$ cat config.mk
export PLATFORM = sky130hd
export DESIGN_NAME = clock_gating_pll_translation
export DESIGN_NICKNAME = d
export VERILOG_FILES = /design/src/hdl/clk_gate_pkg.sv /design/src/hdl/clock_gating_pll_translation.sv
export VERILOG_INCLUDE_DIRS = /design/src /design/src/hdl
export SDC_FILE = /design/constraint.sdc
export NUM_CORES = 1
export LEC_CHECK = 0
export ABC_CLOCK_PERIOD_IN_PS = 4350
export BUFFER_PORTS_ARGS = -buffer_cell sky130_fd_sc_hd__buf_2
export CORE_ASPECT_RATIO = 1.4
export CORE_MARGIN = 2
export CORE_UTILIZATION = 38
export DETAILED_ROUTE_END_ITERATION = 8
export HOLD_SLACK_MARGIN = 0.1
export PLACE_DENSITY_LB_ADDON = 0.2
export SETUP_SLACK_MARGIN = 0.2
export SLEW_MARGIN = 20
export SYNTH_ARGS = -nofsm -noshare
export SYNTH_HDL_FRONTEND = slang
export SYNTH_SLANG_ARGS = --single-unit
export TNS_END_PERCENT = 20
$ cat constraint.sdc
create_clock -name clk -period 4.35 [get_ports clk]
set_input_delay 0.6525 -clock clk [delete_from_list [all_inputs] [get_ports clk]]
set_output_delay 0.6525 -clock clk [all_outputs]
set_load 0.01 [all_outputs]
$ cat src/hdl/clk_gate_defs.svh
// Offsets, field positions, reset values and masks of the clock block
`ifndef CLK_GATE_DEFS_SVH
`define CLK_GATE_DEFS_SVH

// ******************************
// Register byte addresses
// ******************************
`define OFS_RUN_CLOCK_CONFIG 12'h0f0
`define OFS_PLL_TRANSLATION  12'h064
`define OFS_RUN_GATE         12'h100
`define OFS_SLEEP_GATE       12'h110
`define OFS_DEEPSLEEP_GATE   12'h120

// ******************************
// Field positions
// ******************************
`define CFG_CRYSTAL_SELECT_LSB   6
`define CFG_CRYSTAL_SELECT_MSB   9
`define CFG_ACG_BIT    27
`define PLL_OD_LSB     14
`define PLL_F_LSB      5
`define GATE_PWM_BIT   20
`define GATE_CONV_BIT  16
`define GATE_RATE_LSB  8
`define GATE_RATE_MSB  11
`define GATE_WDOG_BIT  3
`define GATE_TRACE_BIT 2
`define GATE_SWD_BIT   1
`define GATE_JTAG_BIT  0

// ******************************
// Reset values, write masks and PLL translation constants
// ******************************
`define CFG_RESET      32'h0000_02c0
`define CFG_WMASK      32'h0800_03c0
`define GATE_RESET     32'h0001_0201
`define GATE_WMASK     32'h0011_0f0f
`define CRYSTAL_SELECT_FIRST_OK  4'h4
`define PLL_OD_VALUE   2'h0
`define PLL_F_BASE     9'h020

`endif

$ cat src/hdl/clk_gate_pkg.sv
// Types shared by the clock gating and PLL translation block
package clk_gate_pkg;

    // One clock enable for each gated unit
    typedef struct packed {
        logic pwm;
        logic converter;
        logic watchdog;
        logic trace;
        logic swd;
        logic jtag;
    } unit_gates_t;

    // Power mode selecting the gating register in force
    typedef enum logic [1:0] {
        MODE_RUN,
        MODE_SLEEP,
        MODE_DEEPSLEEP
    } power_mode_t;

    // Fields handed to the PLL
    typedef struct packed {
        logic [1:0] od;
        logic [8:0] fb;
        logic [4:0] rd;
    } pll_setting_t;

endpackage

$ cat src/hdl/clock_gating_pll_translation.sv
// Clock gating control and crystal to PLL translation with APB access
// Notes on behaviour
// - PLL translation loaded from crystal selection on the first clock after reset
// - PLL translation recomputed whenever the crystal selection changes
// - Bits 15:14 hold output divide driven to the PLL
// - Bits 13:5 hold multiplier driven to the PLL feedback input
// - Bits 4:0 hold input divide driven to the PLL reference
// - Each gating bit is one unit clock enable
// - Access to an unclocked unit gives a bus fault
// - Gating bits reset to zero unless stated otherwise
// - Separate gating registers for run, sleep and deep sleep
// - Sleep gating applies only with automatic clock gating set
// - Bit 20 gates the pulse-width unit, reset zero
// - Bit 16 gates the converter, reset one
// - Bits 11:8 of the run gating register pick converter sample rate in every mode, reset 0x2
// - Bit 3 gates the watchdog, reset zero
// - Bit 2 gates trace output, bit 1 serial debug, reset zero
// - Bit 0 gates JTAG, reset one
// - Crystal selection sits in bits 9:6, reset 0xB
//
// The APB register port was chosen for this implementation.
`include "clk_gate_defs.svh"

module clock_gating_pll_translation
    import clk_gate_pkg::*;
(
    input  wire logic        clk,
    input  wire logic        rst_n,
    input  wire logic        psel,
    input  wire logic        penable,
    input  wire logic        pwrite,
    input  wire logic [11:0] paddr,
    input  wire logic [31:0] pwdata,
    output logic      [31:0] prdata,
    output logic             pready,
    output logic             pslverr,
    input  wire logic        sleep_req,
    input  wire logic        deepsleep_req,
    input  wire unit_gates_t unit_access,
    output unit_gates_t      unit_clk_en,
    output logic      [3:0]  converter_rate_limit,
    output pll_setting_t     pll_setting,
    output logic             unit_bus_fault
);

    // ******************************
    // Helper functions
    // ******************************

    // Crystal code to PLL fields; reserved codes give zero
    function automatic logic [15:0] crystal_to_pll_table(
        input logic [3:0] crystal_select
    );
        logic [15:0] v;
        v = 16'h0000;
        if (crystal_select >= `CRYSTAL_SELECT_FIRST_OK) begin
            v[15:14] = `PLL_OD_VALUE;
            v[13:5]  = `PLL_F_BASE + {5'h00, crystal_select};
            v[4:0]   = {1'b0, crystal_select} - 5'h01;
        end
        return v;
    endfunction

    // Gating register word to unit enables
    function automatic unit_gates_t gate_fields(input logic [31:0] w);
        unit_gates_t g;
        g.pwm       = w[`GATE_PWM_BIT];
        g.converter = w[`GATE_CONV_BIT];
        g.watchdog  = w[`GATE_WDOG_BIT];
        g.trace     = w[`GATE_TRACE_BIT];
        g.swd       = w[`GATE_SWD_BIT];
        g.jtag      = w[`GATE_JTAG_BIT];
        return g;
    endfunction

    // Masked write of a register word
    function automatic logic [31:0] masked_write(
        input logic [31:0] old,
        input logic [31:0] wdata,
        input logic [31:0] mask
    );
        return (old & ~mask) | (wdata & mask);
    endfunction

    // ******************************
    // Registers
    // ******************************
    logic [31:0] config_reg;
    logic [31:0] config_next;
    logic [31:0] run_gate_reg;
    logic [31:0] run_gate_next;
    logic [31:0] sleep_gate_reg;
    logic [31:0] sleep_gate_next;
    logic [31:0] deep_gate_reg;
    logic [31:0] deep_gate_next;
    logic [15:0] pll_reg;
    logic [15:0] pll_next;
    logic        loaded_reg;
    logic        loaded_next;
    logic [31:0] rdata_reg;
    logic [31:0] rdata_next;
    logic        setup;
    logic        wr_en;
    logic        hit;
    power_mode_t mode;
    logic [31:0] active_gate;

    // ******************************
    // APB decode
    // ******************************

    // Zero wait states; access phase always completes
    assign setup  = psel & ~penable;
    assign wr_en  = psel & penable & pwrite;
    assign pready = 1'b1;

    // Address hit check
    always_comb begin
        if (paddr == `OFS_RUN_CLOCK_CONFIG) begin
            hit = 1'b1;
        end else if (paddr == `OFS_PLL_TRANSLATION) begin
            hit = 1'b1;
        end else if (paddr == `OFS_RUN_GATE) begin
            hit = 1'b1;
        end else if (paddr == `OFS_SLEEP_GATE) begin
            hit = 1'b1;
        end else if (paddr == `OFS_DEEPSLEEP_GATE) begin
            hit = 1'b1;
        end else begin
            hit = 1'b0;
        end
    end

    // Unmapped addresses answer with an error
    assign pslverr = psel & penable & ~hit;

    // Read data captured in the setup cycle; reserved bits read zero
    always_comb begin
        rdata_next = rdata_reg;
        if (setup) begin
            if (paddr == `OFS_RUN_CLOCK_CONFIG) begin
                rdata_next = config_reg;
            end else if (paddr == `OFS_PLL_TRANSLATION) begin
                rdata_next = {16'h0000, pll_reg};
            end else if (paddr == `OFS_RUN_GATE) begin
                rdata_next = run_gate_reg;
            end else if (paddr == `OFS_SLEEP_GATE) begin
                rdata_next = sleep_gate_reg;
            end else if (paddr == `OFS_DEEPSLEEP_GATE) begin
                rdata_next = deep_gate_reg;
            end else begin
                rdata_next = 32'h0000_0000;
            end
        end
    end

    // ******************************
    // Register writes
    // ******************************

    // Masked writes keep read-only bits; PLL word ignores writes
    always_comb begin
        config_next     = config_reg;
        run_gate_next   = run_gate_reg;
        sleep_gate_next = sleep_gate_reg;
        deep_gate_next  = deep_gate_reg;
        if (wr_en) begin
            if (paddr == `OFS_RUN_CLOCK_CONFIG) begin
                config_next = masked_write(config_reg, pwdata,
                                           `CFG_WMASK);
            end else if (paddr == `OFS_RUN_GATE) begin
                run_gate_next = masked_write(run_gate_reg, pwdata,
                                             `GATE_WMASK);
            end else if (paddr == `OFS_SLEEP_GATE) begin
                sleep_gate_next = masked_write(sleep_gate_reg, pwdata,
                                               `GATE_WMASK);
            end else if (paddr == `OFS_DEEPSLEEP_GATE) begin
                deep_gate_next = masked_write(deep_gate_reg, pwdata,
                                              `GATE_WMASK);
            end
        end
    end

    // ******************************
    // PLL translation
    // ******************************

    // Loaded once after reset, then follows the crystal field
    always_comb begin
        loaded_next = 1'b1;
        pll_next    = crystal_to_pll_table(
            config_reg[`CFG_CRYSTAL_SELECT_MSB:`CFG_CRYSTAL_SELECT_LSB]);
    end

    // PLL fields driven out from the stored word
    assign pll_setting.od = pll_reg[15:14];
    assign pll_setting.fb = pll_reg[13:5];
    assign pll_setting.rd = pll_reg[4:0];

    // ******************************
    // Gating selection
    // ******************************

    // Sleep tables used only under automatic gating
    always_comb begin
        if (!config_reg[`CFG_ACG_BIT]) begin
            mode = MODE_RUN;
        end else if (deepsleep_req) begin
            mode = MODE_DEEPSLEEP;
        end else if (sleep_req) begin
            mode = MODE_SLEEP;
        end else begin
            mode = MODE_RUN;
        end
    end

    // Gating word in force for the current mode
    always_comb begin
        case (mode)
            MODE_SLEEP:     active_gate = sleep_gate_reg;
            MODE_DEEPSLEEP: active_gate = deep_gate_reg;
            default:        active_gate = run_gate_reg;
        endcase
    end

    // Unit clock enables and rate field
    assign unit_clk_en = gate_fields(active_gate);
    assign converter_rate_limit =
        run_gate_reg[`GATE_RATE_MSB:`GATE_RATE_LSB];

    // Any access to a stopped unit faults
    assign unit_bus_fault = |(unit_access & ~unit_clk_en);

    // ******************************
    // State registers
    // ******************************

    // Gating reset values hold converter and JTAG enabled
    always_ff @(posedge clk or negedge rst_n) begin
        if (!rst_n) begin
            config_reg     <= `CFG_RESET;
            run_gate_reg   <= `GATE_RESET;
            sleep_gate_reg <= `GATE_RESET;
            deep_gate_reg  <= `GATE_RESET;
            pll_reg        <= 16'h0000;
            loaded_reg     <= 1'b0;
            rdata_reg      <= 32'h0000_0000;
        end else begin
            config_reg     <= config_next;
            run_gate_reg   <= run_gate_next;
            sleep_gate_reg <= sleep_gate_next;
            deep_gate_reg  <= deep_gate_next;
            pll_reg        <= pll_next;
            loaded_reg     <= loaded_next;
            rdata_reg      <= rdata_next;
        end
    end

    assign prdata = rdata_reg;
endmodule

# Yosys cells after proc, flatten, opt, wreduce, memory -nomap -nowiden

Index checks and enable logic that the tools add are counted.
W data, S select, Z words.

Bitwise operators: 15
Reduce and logical (&&, ||, !) cells: 5
Multipliers: 0
Divide/modulo/power cells: 0
Shifts and indexed selects: 0
$lt $le $gt $ge: 1
Add/sub/neg operators: 2
Muxes and demuxes: 15
Equality and inequality tests: 7

Operators with widths:

| operator              | number |
|---|---|
| $mux W32              | 5 |
| $or A32 B21 Y32       | 3 |
| $pmux W21 S2          | 1 |
| $eq A12 B9 Y1 const B | 3 |
| $or A32 B28 Y32       | 1 |
| $eq A12 B7 Y1 const B | 1 |
| $eq A12 B8 Y1 const B | 1 |
| $mux W12              | 1 |
| $add A6 B4 Y7 const A | 1 |
| $and A6 B6 Y6         | 1 |
| $mux W1               | 6 |
| $not A6 Y6            | 1 |
| $reduce_or A6 Y1      | 1 |
| $not A1 Y1            | 5 |
| $reduce_and A5 Y1     | 1 |
| $sub A4 B1 Y5 const B | 1 |
| $and A1 B1 Y1         | 4 |
| $ge A4 B3 Y1 const B  | 1 |
| $mux W2               | 2 |
| $reduce_and A4 Y1     | 1 |
| $reduce_and A3 Y1     | 1 |
| $eq A2 B1 Y1 const B  | 1 |
| $eq A2 B2 Y1 const B  | 1 |
| $reduce_and A2 Y1     | 1 |

Bits in read-only memories: 0
Memory bits (writable): 0
Memories: 0
Bits in latches: 0
Output and inout bits: 61
Register bits: 176

# Logic depth before layout (Yosys ltp)

Word-level depth: 8
Gate-level depth with buffers: 8

# Worst setup path before layout

No wires, ideal clock.

Kind: input -> output
Start: input sleep_req
End: output unit_bus_fault
Slack: 1721 ps
Data required time: 3697 ps
Cell stages on the path: 7
Data arrival time: 1976 ps
Path through: nand2_1 -> nor2_1 -> ha_1 -> clkbuf_1 -> o21ai_0 -> o22a_1 -> o2111ai_1

RTL lines:

| element         | RTL line                           | source |
|---|---|---|
| start, declared | clock_gating_pll_translation.sv:37 | `input wire logic sleep_req,` |
| end, declared   | clock_gating_pll_translation.sv:43 | `output logic unit_bus_fault` |

# Worst setup path after layout

Start: register config_reg[27]
End: output unit_bus_fault

Word-level cells in the longest chain between the ends: 6
Elaborated cells between the ends (all ways): 7

Ends and longest elaborated chain:

| element                                      | RTL line                            | source |
|---|---|---|
| start, declared                              | clock_gating_pll_translation.sv:88  | `logic [31:0] config_reg;` |
| start signal, assigned                       | clock_gating_pll_translation.sv:241 | `` config_reg <= `CFG_RESET; `` |
| start signal, assigned                       | clock_gating_pll_translation.sv:249 | `config_reg <= config_next;` |
| $mux W2 *                                    | clock_gating_pll_translation.sv:206 | `` if (!config_reg[`CFG_ACG_BIT]) begin `` |
| $eq A2 B2 Y1 or $eq A2 B1 Y1 (tied branches) | clock_gating_pll_translation.sv:219 | `case (mode)` |
| $pmux W21 S2 *                               | clock_gating_pll_translation.sv:219 |  |
| $not A6 Y6 *                                 | clock_gating_pll_translation.sv:232 | `assign unit_bus_fault = \|(unit_access & ~unit_clk_en);` |
| $and A6 B6 Y6 *                              | clock_gating_pll_translation.sv:232 |  |
| $reduce_or A6 Y1 *                           | clock_gating_pll_translation.sv:232 |  |

Mark *: on every way between the ends. The rest lies on a longest branch, timed or not.

==> flow_summary_export.csv <==
group,metric,value,unit
run_status,status,"complete, no violations",
die,die_area,9010,µm²
sta,worst_pin_slew,1.00,ns
die,io-pin-count,118,
clock_tree,clk_pin_slew,0.05,ns
sta,skew,0.00714,ns
route,wl_per_cell,16.2,µm
setup_path,slowest_delay,0.41,ns
grt,grt_use_total,17.9,%
synth,synth.avg_cell_area,11.0,µm²
final_layout,layout_common_cells,"91 x buf_2, 49 x dfrtp_1, 35 x mux2_2",
clock_tree,cts_setup_buffers,0,
sta,finalCriticalPeriod,2.84,ns
route,vias,2343,
clock_tree,clock_latency,0.33,ns
setup_path,cp_slowest_cell,"dfrtp_1",
die,initial_core_util,38.7,%
grt,antenna_found_initial,0,
sta,setup_viol,0,
clock_tree,clock-sinks,61,
clock_tree,cts_hold_buf,0,
power,power.total,1.40,mW
synth,yosysSeqAreaShare,49.1,%
sta,drv_slew,0,
power,p_leak,1.96,nW
clock_tree,htree_levels,3,
clock_tree,numCtsBuffers,9,
hold_path,min_path_type,"input port to async pin",
grt,grt_pass1_wl,12000,µm
clock_tree,cts.repair.resized,0,
setup_path,required,3.70,ns
setup_path,cp.arrival,2.18,ns
setup_path,crit_family,"compound AO/OA/AOI/OAI gates",
synth,ys_types,39,
setup_path,endpoint_kind,"primary output",
die,die_w,80.8,µm
clock_tree,clock_tree.root_cell,"clkbuf_16",
grt,grt_max_degree,34,
synth,yosysWarnings,0,
synth,yosysTopAreaCell,"dfrtp_1",
synth,ys.flop_type,"dfrtp_1",
grt,grt_pass1_vias,2291,
setup_path,cp-start-kind,"flop",
final_layout,antennaDiodeCount,0,
sta,final.setup.tns,0,ns
sta,period_share,65.2,%
sta,relSlewSlack,32.8,%
clock_tree,cts.path.max_buffers,2,
final_layout,fin_nets,418,
setup_path,crit_type,"flop to primary output",
grt,grt.overflow.total,0,
place,portBuffers,91,
power,pwr_density_cell,367,nW/µm²
final_layout,final_common_cell,"buf_2",
route,antenna_left,0,
job,maxCapViolations,0,
setup_path,path_buf_inv,1,
sta,layout_setup_ws,1.51,ns
setup_path,cp_max_fo,13,
route,drc,0,
route,drt-initial-drc-count,98,
die,die_y,112,µm
sta,max_freq,0.353,GHz
route,viasPerCell,5.04,
place,hpwl,5600,µm
synth,synth_seq_cells,61,
sta,finalHoldViolations,0,
synth,syn_area,3140,µm²
die,core_area,8100,µm²
synth,netlist_instances,285,
place,pre_cts_ws,1.29,ns
final_layout,drive_gt1_share,47.1,%
setup_path,worstPathCellList,"nand2_1 > nor2_1 > ha_1 > o21ai_0 > o22a_1 > o2111ai_1 > buf_2",
synth,synth.top_cell.area_share,39.1,%
route,firstDrtPassIters,4,
route,wirelength,7540,µm
synth,synthArstFlopShare,100,%
power,peakVddDrop,0.000199,V
sta,rsz0062_at_grt,"false",
synth,synth_edf_count,0,
place,gp_congestion,0.841,
final_layout,syn_to_final_growth,21.6,%
clock_tree,cts_tree,"done",
final_layout,largest_register_ffs,16,
die,std_cell_rows,39,
synth,ys_top_cells_by_area,"dfrtp_1 39%, mux2_2 13%, dfstp_2 10%",
## kinds of logic (layout without fill, tap and decap cells)
kind of cell | Yosys count | in the layout | share of synthesized area, %
and+or+nand+nor | 70 | 70 | 11.4
DFF | 61 | 61 | 49.1
AOI/OAI and AO/OA | 56 | 56 | 11.4
buffers and inverters | 48 | 120 | 9.21
muxes | 45 | 45 | 17.3
adders and majority gates | 3 | 3 | 1.20
other | 2 | 8 | 0.239
## Yosys cell counts (3+ instances only)
| cell type | instances |
|---|---|
| dfstp_2 | 12 |
| inv_1 | 11 |
| nor2_1 | 18 |
| o21a_1 | 5 |
| o22ai_1 | 5 |
| buf_4 | 27 |
| nand3_1 | 6 |
| mux2_4 | 10 |
| nand2_1 | 25 |
| a211oi_1 | 3 |
| clkbuf_1 | 9 |
| dfrtp_1 | 49 |
| ha_1 | 3 |
| a22oi_1 | 7 |
| a21oi_1 | 18 |
| mux2_2 | 35 |
| o21ai_0 | 9 |
## layout make-up
class,count,area [µm²]
Clock inverter,4,47.5
Inverter,11,41.3
Tap cell,102,128
Multi-Input combinational cell,182,1330
Timing Repair Buffer,93,470
Clock buffer,12,256
Fill cell,799,4290
Sequential cell,61,1540
## worst reg2reg max path, cell delays in order, from the launching register on
cell and delay (ns):
dfrtp_1 0.38, mux2_2 0.27, a221o_1 0.35, a221o_1 0.32
## metal layers
layer  vias up  share of wire (%)  global-route usage (%)
met5         -                  0                       0
met4         0                1.7                    6.78
met3        12                4.7                    3.40
met2        74                 50                    29.9
met1      1134                 44                    22.7
li1       1123                  -                       -
## power breakdown
group	internal, mW	switching (mW)
combinational	0.0376	0.0576
clock	0.472	0.244
sequential	0.582	0.00848
total	1.09	0.310
## final timing paths
check                                   from                to  slack, ns  cells past startpoint
max reg2reg                sleep_gate_reg[8]         prdata[8]       2.92                      3
min in group clk               config_reg[9]    pll_setting[8]       0.44                      0
min reg2reg                    config_reg[9]    pll_setting[8]       0.44                      0
max                           config_reg[27]    unit_bus_fault       1.51                      7
min                                    rst_n  run_gate_reg[20]       0.36                      1
max in group asynchronous              rst_n     config_reg[9]       3.07                      2
## stage by stage
step / util [%] / hold WS [ns] / area [µm²] / instances
finish: 47.1 / 0.361 / 3810 / 465
global route: 47.1 / 0.414 / 3810 / 465
CTS: 47.1 / 0.380 / 3810 / 465
detailed placement: 43.3 / 0.436 / 3510 / 449
global placement: 43.3 / 0.433 / 3510 / 449
floorplan: - / 0.357 / 3160 / 291
Power figures use the tool's default switching activity.
